<file path="config.mk">
export PLATFORM = sky130hd
export DESIGN_NAME = sicr_agent
export DESIGN_NICKNAME = d
export VERILOG_FILES = /design/src/hw/sicr_pkg.sv /design/src/hw/sicr_agent.sv
export SDC_FILE = /design/constraint.sdc
export NUM_CORES = 1
export LEC_CHECK = 0
export ABC_AREA = 1
export BUFFER_PORTS_ARGS = -buffer_cell sky130_fd_sc_hd__clkbuf_2
export CORE_UTILIZATION = 54
export CTS_CLUSTER_DIAMETER = 40
export CTS_CLUSTER_SIZE = 20
export DETAILED_ROUTE_END_ITERATION = 8
export HOLD_SLACK_MARGIN = 0.15
export PLACE_DENSITY = 0.84
export SYNTH_ARGS = -nofsm -noshare
export SYNTH_HDL_FRONTEND = slang
export SYNTH_SLANG_ARGS = --single-unit
export TNS_END_PERCENT = 100
</file>
<file path="constraint.sdc">
create_clock -name sys_clk -period 3.05 [get_ports sys_clk]
set_input_delay 0.305 -clock sys_clk [delete_from_list [all_inputs] [get_ports sys_clk]]
set_output_delay 0.305 -clock sys_clk [all_outputs]
set_load 0.1 [all_outputs]
</file>
<file path="src/hw/sicr_pkg.sv">
// Shared constants, state codes and pin bundles for the serial interrupt
// and clock request agent.
// Assumes one clock domain, the bus clock of the serial interrupt link.
package sicr_pkg;

   // ----------------------------------------------------------------
   // Frame layout
   // ----------------------------------------------------------------
   localparam int unsigned FRAME_COUNT     = 16;      // Interrupt frames this agent drives
   localparam logic [4:0]  FRAME_FIRST     = 5'h01;   // First frame with a level in it
   localparam logic [4:0]  FRAME_LAST      = 5'h10;   // Last frame with a level in it
   localparam logic [4:0]  FRAME_SAT       = 5'h1f;   // Frame counter stops here
   localparam logic [1:0]  PH_SAMPLE       = 2'h0;    // Sample phase of a frame
   localparam logic [1:0]  PH_RECOVER      = 2'h1;    // Recovery phase of a frame
   localparam logic [1:0]  PH_TURN         = 2'h2;    // Turn-around phase of a frame
   localparam logic [1:0]  PH_AFTER_START  = 2'h2;    // Clock after the start pulse high is a turn-around

   // ----------------------------------------------------------------
   // Stop frame widths
   // ----------------------------------------------------------------
   localparam logic [2:0]  STOP_DETECT_W   = 3'h1;    // Lows seen before this one flag a stop
   localparam logic [2:0]  STOP_QUIET_W    = 3'h2;    // Width that selects quiet mode
   localparam logic [2:0]  LOW_SAT         = 3'h7;    // Low run counter stops here

   // ----------------------------------------------------------------
   // Clock request timing, in bus clocks
   // ----------------------------------------------------------------
   localparam logic [1:0]  CLKRUN_HIGH_MIN = 2'h2;    // Line high this long before a request
   localparam logic [1:0]  CLKRUN_HOLD     = 2'h2;    // Edges the request is held low
   localparam int unsigned LATENCY_MAX_CLK = 96;      // Worst update latency, 32 frames

   // ----------------------------------------------------------------
   // Reset values
   // ----------------------------------------------------------------
   localparam logic [15:0] RST_DELIVERED   = 16'hffff; // Levels assumed idle high
   localparam logic        RST_QUIET       = 1'b0;     // Continuous mode after reset

   // Serial interrupt cycle states
   typedef enum logic [2:0] {
      SICR_IDLE    = 3'h0,
      SICR_START   = 3'h1,
      SICR_DATA    = 3'h2,
      SICR_STOP    = 3'h3,
      SICR_RECOVER = 3'h4
   } sicr_state_t;

   // Open-drain or three-state pin drive bundle
   typedef struct packed {
      logic drive_val;                                 // Level driven while enabled
      logic drive_en;                                  // High while the pin is driven
   } sicr_pin_t;

   localparam sicr_pin_t PIN_RELEASE = '{drive_val: 1'b0, drive_en: 1'b0};
   localparam sicr_pin_t PIN_LOW     = '{drive_val: 1'b0, drive_en: 1'b1};
   localparam sicr_pin_t PIN_HIGH    = '{drive_val: 1'b1, drive_en: 1'b1};

endpackage

</file>
<file path="src/hw/sicr_agent.sv">
// Peripheral agent for the serialized interrupt line and the clock request line.
// Assumes all inputs but arst_n are synchronous to sys_clk, the bus clock, and that the
// bench resolves both pins from the drive bundles (released pins pull high).
//
// Operation
// (RULE1) Only the host begins stop frames
// (RULE2) Two-clock stop selects quiet mode next
// (RULE3) Three-clock stop: continuous, host-only start
// (RULE4) Level update reaches host within 96 clocks
// (RULE5) Host delays end-of-interrupt by cycle latency
// (RULE6) Drive and sample only on rising edges
// (RULE7) Reset releases line, selects continuous mode
// (RULE8) Host runs first cycle after reset
// (RULE9) Host goes continuous before configuration change
// (RULE10) Enable low disables interrupts and clock requests
// (RULE11) Request line high means clock stopped
// (RULE12) Change or DMA request restarts stopped clock
// (RULE13) Hold request low for two edges
// (RULE14) Never drive request while resource holds low
// (RULE15) Request only after two high clocks
// (RULE16) Trigger is level change or DMA request
// (RULE17) Keep requesting until trigger is delivered
// (RULE18) Request clock before driving a start
// (RULE19) DMA request while stopped requests clock
// (RULE20) Request line is input, pulled low only
// (RULE21) Quiet start: one low clock, never high
// (RULE22) Frames: sample low, recover high, turn around
// (RULE23) Sample of frame N at 3N-1 clocks
// (RULE24) Mode changes only during a stop frame
// (RULE25) Count stop low width, store next mode
`timescale 1ns/100ps

module sicr_agent
   import sicr_pkg::*;
(
   input  wire logic          sys_clk,                    // Bus clock, 100 MHz
   input  wire logic          arst_n,                     // Bus reset, async, active low
   input  wire logic          serial_int_and_clock_request_enable, // Enable bit
   input  wire logic [15:0]   irq_level,                  // Internal levels, bit N-1 -> frame N
   input  wire logic          dma_req,                    // Internal DMA request level
   input  wire logic          ser_irq_in,                 // Serial interrupt line level
   input  wire logic          clkrun_n_in,                // Clock request line level
   output sicr_pkg::sicr_pin_t ser_irq_drv,               // Serial interrupt pin drive
   output sicr_pkg::sicr_pin_t clkrun_drv,                // Clock request pin drive
   output logic               quiet_mode,                 // Mode learned from last stop
   output logic               clock_request_pending       // A trigger awaits delivery
);

   // ----------------------------------------------------------------
   // Reset release
   // ----------------------------------------------------------------
   logic        rst_meta;                                 // First stage, read by rst_n only
   logic        rst_n;                                    // Released reset for the block

   // Reset enters at once and leaves two edges later
   always_ff @(posedge sys_clk or negedge arst_n) begin
      if (!arst_n) begin
         rst_meta <= 1'b0;
         rst_n    <= 1'b0;
      end else begin
         rst_meta <= 1'b1;
         rst_n    <= rst_meta;
      end
   end

   // ----------------------------------------------------------------
   // Declarations
   // ----------------------------------------------------------------
   sicr_state_t state;                                    // Cycle tracker state
   sicr_state_t next_state;                               // Its next value
   logic [1:0]  phase;                                    // Phase within a frame
   logic [1:0]  next_phase;                               // Its next value
   logic [4:0]  frame;                                    // Frame number, 0 before first
   logic [4:0]  next_frame;                               // Its next value
   logic [2:0]  low_run;                                  // Consecutive low clocks seen
   logic        drove_low;                                // Sample phase was driven low
   logic [15:0] delivered;                                // Levels last sent to the host
   logic [15:0] level_diff;                               // Levels not yet sent
   logic        irq_pend;                                 // Some level awaits a frame
   logic        clk_pend;                                 // Some trigger wants the clock
   logic        start_ok;                                 // Begin a quiet start this clock
   logic        sample_slot;                              // Next clock is a sample phase
   logic [3:0]  slot_idx;                                 // Level index for that sample
   logic [1:0]  high_run;                                 // Clocks the request line stayed high
   logic [1:0]  hold_cnt;                                 // Edges seen while requesting
   logic        enable;                                   // Short name for the enable input

   assign enable = serial_int_and_clock_request_enable;

   // ----------------------------------------------------------------
   // Trigger detection
   // ----------------------------------------------------------------
   // Level-based compare instead of edge capture: a change made while the
   // clock stands still is still seen at the first edge after restart.
   assign level_diff = irq_level ^ delivered;             // RULE16
   assign irq_pend   = |level_diff;                       // RULE16
   assign clk_pend   = enable && (irq_pend || dma_req);   // RULE19

   // Quiet start needs an idle line, quiet mode and a clock the resource runs;
   // our own pull on the request line does not mean the clock is back yet
   assign start_ok = (state == SICR_IDLE) && enable && quiet_mode && ser_irq_in
                     && irq_pend && !clkrun_n_in && !clkrun_drv.drive_en;  // RULE18

   // Level index of the sample phase coming next
   assign slot_idx    = 4'(next_frame - FRAME_FIRST);
   assign sample_slot = (state == SICR_DATA) && (next_state == SICR_DATA)
                        && (next_phase == PH_SAMPLE)
                        && (next_frame >= FRAME_FIRST) && (next_frame <= FRAME_LAST);

   // ----------------------------------------------------------------
   // Cycle tracker
   // ----------------------------------------------------------------
   // Next state, phase and frame from the line level
   always_comb begin
      next_state = state;
      next_phase = phase;
      next_frame = frame;
      unique case (state)
         SICR_IDLE: begin
            // Host start or our own start leads into the start pulse
            if (!ser_irq_in || start_ok) begin
               next_state = SICR_START;
            end
         end
         SICR_START: begin
            // Rising edge of the start pulse opens frame counting
            if (ser_irq_in && (low_run != 3'h0)) begin
               next_state = SICR_DATA;
               next_phase = PH_AFTER_START;               // RULE23
               next_frame = 5'h00;
            end
         end
         SICR_DATA: begin
            // Frame lows last one clock; a second low is the host's stop
            if (!ser_irq_in && (low_run >= STOP_DETECT_W)) begin
               next_state = SICR_STOP;                    // RULE1
            end else if (phase == PH_TURN) begin
               next_phase = PH_SAMPLE;                    // RULE23
               next_frame = (frame == FRAME_SAT) ? frame : 5'(frame + 5'h01);
            end else begin
               next_phase = 2'(phase + 2'h1);
            end
         end
         SICR_STOP: begin
            // Stop pulse ends on the first high clock
            if (ser_irq_in) begin
               next_state = SICR_RECOVER;
            end
         end
         SICR_RECOVER: begin
            // One clock of gap so no start before the second clock after stop
            next_state = ser_irq_in ? SICR_IDLE : SICR_START;  // RULE2
         end
         default: begin
            next_state = SICR_IDLE;
         end
      endcase
      if (!enable) begin
         next_state = SICR_IDLE;                          // RULE10
      end
   end

   // State registers follow the line on each rising edge
   always_ff @(posedge sys_clk or negedge rst_n) begin    // RULE6
      if (!rst_n) begin
         state <= SICR_IDLE;
         phase <= PH_SAMPLE;
         frame <= 5'h00;
      end else begin
         state <= next_state;
         phase <= next_phase;
         frame <= next_frame;
      end
   end

   // Run of consecutive low clocks, measures start and stop widths
   always_ff @(posedge sys_clk or negedge rst_n) begin
      if (!rst_n) begin
         low_run <= 3'h0;
      end else if (ser_irq_in) begin
         low_run <= 3'h0;
      end else if (low_run != LOW_SAT) begin
         low_run <= 3'(low_run + 3'h1);                   // RULE25
      end
   end

   // Mode is taken only as the stop pulse ends
   always_ff @(posedge sys_clk or negedge rst_n) begin
      if (!rst_n) begin
         quiet_mode <= RST_QUIET;                         // RULE7
      end else if ((state == SICR_STOP) && ser_irq_in) begin
         quiet_mode <= (low_run == STOP_QUIET_W);         // RULE24
      end
   end

   // ----------------------------------------------------------------
   // Serial interrupt pin drive
   // ----------------------------------------------------------------
   // Registered drive: decisions are made one clock ahead of the phase
   always_ff @(posedge sys_clk or negedge rst_n) begin
      if (!rst_n) begin
         ser_irq_drv <= PIN_RELEASE;                      // RULE7
         drove_low   <= 1'b0;
      end else if (!enable) begin
         ser_irq_drv <= PIN_RELEASE;                      // RULE10
         drove_low   <= 1'b0;
      end else if (start_ok) begin
         // One low clock, the host holds the pulse from then on
         ser_irq_drv <= PIN_LOW;                          // RULE21
         drove_low   <= 1'b0;
      end else if (sample_slot && !irq_level[slot_idx]) begin
         ser_irq_drv <= PIN_LOW;                          // RULE22
         drove_low   <= 1'b1;
      end else if (drove_low) begin
         // Recovery drives high only after our own low sample
         ser_irq_drv <= PIN_HIGH;                         // RULE22
         drove_low   <= 1'b0;
      end else begin
         ser_irq_drv <= PIN_RELEASE;                      // RULE22
         drove_low   <= 1'b0;
      end
   end

   // Record what each sample slot sent, one flop per level
   genvar gi;
   generate
      for (gi = 0; gi < FRAME_COUNT; gi++) begin : g_sent
         always_ff @(posedge sys_clk or negedge rst_n) begin
            if (!rst_n) begin
               delivered[gi] <= RST_DELIVERED[gi];
            end else if (enable && sample_slot && (slot_idx == 4'(gi))) begin
               delivered[gi] <= irq_level[gi];            // RULE4
            end
         end
      end
   endgenerate

   // ----------------------------------------------------------------
   // Clock request
   // ----------------------------------------------------------------
   // High history of the request line; low means the clock runs
   always_ff @(posedge sys_clk or negedge rst_n) begin
      if (!rst_n) begin
         high_run <= 2'h0;
      end else if (!clkrun_n_in) begin
         high_run <= 2'h0;                                // RULE11
      end else if (high_run != CLKRUN_HIGH_MIN) begin
         high_run <= 2'(high_run + 2'h1);
      end
   end

   // Pull low only, hold two edges, repeat while a trigger is pending
   always_ff @(posedge sys_clk or negedge rst_n) begin
      if (!rst_n) begin
         clkrun_drv <= PIN_RELEASE;
         hold_cnt   <= 2'h0;
      end else if (!enable) begin
         clkrun_drv <= PIN_RELEASE;                       // RULE10
         hold_cnt   <= 2'h0;
      end else if (clkrun_drv.drive_en) begin
         if (hold_cnt == 2'(CLKRUN_HOLD - 2'h1)) begin
            clkrun_drv <= PIN_RELEASE;                    // RULE13
            hold_cnt   <= 2'h0;
         end else begin
            hold_cnt   <= 2'(hold_cnt + 2'h1);
         end
      end else if (clk_pend && clkrun_n_in && (high_run == CLKRUN_HIGH_MIN)) begin
         // Line high long enough, and nobody else holds it low
         clkrun_drv <= PIN_LOW;                           // RULE12 RULE14 RULE15 RULE17 RULE20
         hold_cnt   <= 2'h0;
      end
   end

   // Pending flag for the outside world
   always_ff @(posedge sys_clk or negedge rst_n) begin
      if (!rst_n) begin
         clock_request_pending <= 1'b0;
      end else begin
         clock_request_pending <= clk_pend;               // RULE17
      end
   end
endmodule // sicr_agent

</file>
Word level (Yosys, flattened, before mapping)

Index checks and enable logic that the tools add are counted.

Add/sub/neg operators: 6
Mux-type cells: 37
Order comparisons: 4
Bitwise operators: 1
Equal/unequal tests: 30
Reduce and logical (&&, ||, !) cells: 47

Operators by type and width:

| operator                                                          | count |
|---|---|
| logical AND 1 bit                                                 | 34 |
| two-way mux 2 bit                                                 | 17 |
| equality test 4 bit, second input constant                        | 8 |
| two-way mux 3 bit                                                 | 7 |
| two-way mux 5 bit                                                 | 4 |
| equality test 4 x 3 -> 1 bit, second input constant               | 4 |
| OR reduction 16 bit                                               | 1 |
| XOR 16 bit                                                        | 1 |
| one-hot mux 3 bit (5 select lines)                                | 1 |
| equality test 3 x 2 -> 1 bit, second input constant               | 4 |
| one-hot mux 5 bit (2 select lines)                                | 1 |
| equality test 4 x 2 -> 1 bit, second input constant               | 2 |
| adder 2 x 1 -> 2 bit, second input constant                       | 3 |
| adder 5 x 1 -> 5 bit, second input constant                       | 1 |
| equality test 5 bit, second input constant                        | 1 |
| greater-or-equal comparator 5 x 1 -> 1 bit, second input constant | 1 |
| <= comparator 5 bit, second input constant                        | 1 |
| < comparator 4 x 5 -> 1 bit, second input constant                | 1 |
| two-way mux 1 bit                                                 | 5 |
| binary-select mux 1 bit (select 4 bit)                            | 1 |
| equality test 2 bit, second input constant                        | 2 |
| equality test 4 x 1 -> 1 bit, second input constant               | 1 |
| logical NOT 1 bit                                                 | 4 |
| logical NOT 4 bit                                                 | 1 |
| other kinds (18)                                                  | 19 |

Logic and storage cells: 156
Bits of input ports: 22
Bits in registers: 42
Output and inout bits: 6

Longest topological paths before layout

Word-level depth: 20
Depth in mapped cells: 20

Worst setup path after synthesis

OpenSTA, ideal clock, no wires.

Kind: register to register
Start: register low_run[1]
End: register delivered[9]
Data arrival time: 2,373 ps
Data required time: 2,978 ps
Setup time: 72 ps
Cell stages (with the launch flop): 19
Slack: 605 ps
Period minus slack after synthesis: 2,445 ps
Cell sequence: dfrtp_1 -> inv_1 -> ha_1 -> nor2_1 -> nand2_1 -> nand2_4 -> nand3_1 -> nor2_1 -> nand2_1 -> nand2_1 -> inv_1 -> ha_1 -> or2_1 -> nor3_4 -> nor2_4 -> buf_6 -> nand3_1 -> nand2_1 -> o21ai_1

Elaborated cells between the ends (all ways): 26
Classes of those cells: add/sub (1); order compare (3); eq/ne (2); mux (10); reduce/logical (10)

RTL lines:

| what                                                                              | line                                 | text |
|---|---|---|
| start, declared                                                                   | sicr_agent.sv:75                     | `logic [2:0] low_run;` |
| start signal, assigned                                                            | sicr_agent.sv:183                    | `low_run <= 3'(low_run + 3'h1);` |
| greater-or-equal comparator 3 x 1 -> 1 bit or nonzero test 3 bit (tied branches)  | sicr_agent.sv:135, sicr_agent.sv:127 |  |
| logical AND 1 bit (on tied branches)                                              | sicr_agent.sv:135, sicr_agent.sv:127 |  |
| two-way mux 5 bit (on tied branches)                                              | sicr_agent.sv:135, sicr_agent.sv:127 |  |
| one-hot mux 5 bit (2 select lines) (*)                                            | sicr_agent.sv:118                    | `unique case (state)` |
| named net next_frame[1]                                                           | sicr_agent.sv:74                     | `logic [4:0] next_frame;` |
| parallel branches: the longest is 4 deep, another holds subtractor 4 x 1 -> 4 bit | -                                    |  |
| logical AND 1 bit (*)                                                             | sicr_agent.sv:231                    | `end else if (enable && sample_slot && (slot_idx == 4'(gi))) begin` |
| end signal, assigned by index                                                     | sicr_agent.sv:230                    | `delivered[gi] <= RST_DELIVERED[gi];` |
| end signal, assigned by index                                                     | sicr_agent.sv:232                    | `delivered[gi] <= irq_level[gi];` |
| end, declared                                                                     | sicr_agent.sv:77                     | `logic [15:0] delivered;` |

Mark *: on every way through the listed nets, which the timed path passes.
A chain may end at the register's enable or synchronous reset.

Worst setup path in the final report

Start: register low_run[1]
End: register delivered[8]

Same word-level chain as after synthesis.

==> impl_results.md <==
* Max clock buf depth at 2
* Avg WL per Cell at between 10 and 15 um
* Worst-path maximum fanout at 8
* CP Data Arrival Time at 3.03 ns
* Most used cell, CP: inv_1
* Core area at approximately 4700 um2
* Mapped cell area at 2670 um2
* IO Count at 28
* Yosys warns at 0
* Initial antenna violation count at 0
* WHS at roughly 0.24 ns
* Diodes inserted at 0
* Synth cell types at 34
* Via count at approximately 2300
* Syn Nets at between 300 and 400
* Pwr Density at 685 nW/um2
* # rows at 25
* Area occupied by multi-input gates at 1420 um2
* Buf+Inv Stages, Crit Path at 3
* Post-Syn Area per Cell at a little under 8 um2
* Status: completed
* Gr usage total at 0.240
* CTS Buf Count at 5
* Sink Count at about 40
* DP HPWL at 4510 um
* GPL Wtd Cong at between 0.9 and 1
* Die W at 72.3 um
* Vias in the first global route at 2225
* Endpoint class of the critical path: register
* Root Driver: clkbuf_8
* I/O Buffers at 26
* Yosys reg bits at 41
* Setup violators final at 0
* Critical path's slowest cell: dfrtp_1
* Crit-path max cell delay at 0.40 ns
* Post-synth top area share at 0.235
* Area of placed instances at 2880 um2
* DR vias/cell at between 5 and 6
* Largest net degree at the start of global routing at 22
* Minimum clock period at between 2 and 3 ns
* Final Util at 0.647
* Cell accounting for the most synthesized area: dfrtp_1
* Nets at 414
* Sequential fraction of the synthesis area at 0.392
* Critical path cell sequence: inv_1, ha_1, nor2_1, nand2_1, nand2_4, nand3_1, nor2_1, nand2_1, nand2_2, inv_1, ha_1, nand3b_1, nand2_2, inv_1, nor2_4, nand3_1, o21ai_1
* Async set-reset flop share out of synthesis at 1.00
* Post-Synthesis Cells at around 340
* Sum Neg Setup Slack at 0 ns
* Setup WS post-layout at between 0.2 and 0.25 ns
* Place WS at 0.189 ns
* Final Max Tran Viols at 0
* Post-route ant nets at 0
* Worst R2R Setup Slack at 0.25 ns
* Chip height at approximately 72 um
* Final hold violation count at 0
* Top area cells in the synthesized netlist: dfrtp_1 23%, dfstp_2 16%, nand2_1 10%, nand3_1 9.2%, inv_1 6.3%
* Crit path kind: reg2reg
* Post-Layout Cell Count at around 450
* Dpl cells at 434
* Fraction of layout cells with a size suffix above 1 at 0.239
* DRT iter0 DRCs at between 200 and 250
* Register area at roughly 1000 um2
* Leakage at approximately 1.4 nW
* Drt pass-1 iters at 4
* Area grow syn2layout at 14.5%
* Total power at ~2.1 mW
* First-pass GRT wire length at a little under 10000 um
* Initial Util at 0.565
* Congestion Overflow GR at 0
* Fmax at around 0.36 GHz
* Top Family by Delay on Critical Path: simple AND/OR/NAND/NOR gates
* Worst VDD drop at approximately 470 uV
* Number of remaining DRC errors at 0
* Prevailing post-synth register cell: dfrtp_1
* Slew headroom at 0.456
* Clock transition at path regs at roughly 0.08 ns
* Hold Crit Class: in2reg
* Tcrit/Tclk final at 0.920
* CTS tree: built
* CTS HTree Levels at 2
* Required @ worst endpoint at about 3.3 ns
* Slew @ Worst Pin at 0.816 ns
* Critical Path Start Type: register
* Worst-skew pair later-pin latency at just under 0.3 ns
* Total Wirelength at between 5000 and 6000 um
* Max-cap violation count at 0
* Max Clock Skew at around 0.0044 ns
* Fill cells at approximately 390
* Post-synth EDFFs at 0
* DIE AREA at approximately 5200 um2
* Design area at just over 3000 um2
[repair_timing]
action                                 4_1_cts  5_1_grt
endpoints found under the hold margin        2        0
setup endpoints to repair                    0       19
hold buffers                                 1        0
gates resized for setup                      0        3
setup buffers                                0        4
[final cells by class]
cell class              instances  area share
repair buffers                 33      0.0647
clock buffers                   5      0.0225
multi-input cells             248       0.466
clock inverters                 3      0.0152
inverters                      50      0.0615
well taps                      67      0.0274
flip-flops and latches         41       0.342
[path summary, 6_finish.rpt]
check,startpoint,end,depth (start not counted)
worst max-delay path,low_run[1]$_DFFE_PN0P_,delivered[8]$_DFFE_PN1P_,17
worst min-delay path,irq_level[10],delivered[10]$_DFFE_PN1P_,3
worst max register to register,low_run[1]$_DFFE_PN0P_,delivered[8]$_DFFE_PN1P_,17
worst min register to register,rst_n$_DFF_PN0_,low_run[2]$_DFFE_PN0P_,0
max in group asynchronous,rst_n$_DFF_PN0_,delivered[8]$_DFFE_PN1P_,1
min in group asynchronous,arst_n,rst_n$_DFF_PN0_,2
[Yosys cell counts, types with 2 or more instances]
master	instances
dfrtp_1	25
conb_1	2
nand2_4	2
a21oi_1	5
ha_1	13
nand4_2	2
nand4_1	6
nand3_1	49
inv_2	5
nor2_4	5
nand2_1	73
nand2_2	10
o21ai_1	19
inv_1	45
nor2_2	5
xor2_1	7
nor3_1	3
dfstp_2	16
xnor2_1	8
o21ai_0	11
nor2_1	17
[registers in the layout, indices dropped and copies added, names as in the netlist]
signal	cells
quiet_mode	1
rst_meta	1
high_run	2
clkrun_drv	1
frame	5
hold_cnt	2
drove_low	1
delivered	16
low_run	3
rst_n	1
state	3
clock_request_pending	1
ser_irq_drv	2
phase	2
[placed cells by master (no fill, tap or decap), types with 5 or more instances in the layout]
cell type	n
ha_1	12
inv_2	5
clkbuf_2	26
nor2_1	17
nand2_2	11
nand3_1	49
xor2_1	7
clkbuf_8	5
dfrtp_1	25
nor2_4	6
buf_4	5
dfstp_2	16
nand2_1	72
xnor2_1	8
o21ai_0	11
nand4_1	6
o21ai_1	19
a21oi_1	5
inv_1	45
[logic make-up (layout without fill, tap and decap cells)]
family          after synthesis  count (layout)  share of synthesized area
other cells                   2               2                    0.00282
compound gates               40              40                     0.0798
fa+ha+maj                    13              13                     0.0610
buf+inv                      52              91                     0.0774
xor+xnor                     15              15                     0.0493
simple gates                178             178                      0.337
flops                        41              41                      0.392
[report_power, final]
part,switching (mW),internal [mW],leakage [nW]
Clock,0.201,0.245,0.0543
Combinational,0.651,0.323,0.901
Sequential,0.0643,0.608,0.494
[per-layer routing]
layer  routed length [um]  track usage  vias up
met2                 2670        0.378       62
li1                     -            -     1179
met5                    0            0        -
met1                 2580        0.327     1062
met4                  116       0.0893        0
met3                  324       0.0528       10
[worst reg2reg max path, cell delays in order (launching register included)]
cell and delay (ns):
dfrtp_1 0.40, inv_1 0.09, ha_1 0.18, nor2_1 0.09
nand2_1 0.12, nand2_4 0.12, nand3_1 0.12, nor2_1 0.12
nand2_1 0.07, nand2_2 0.12, inv_1 0.11, ha_1 0.24
nand3b_1 0.20, nand2_2 0.17, inv_1 0.14, nor2_4 0.16
nand3_1 0.14, o21ai_1 0.16
No activity file was read; power rests on OpenSTA's default activity.
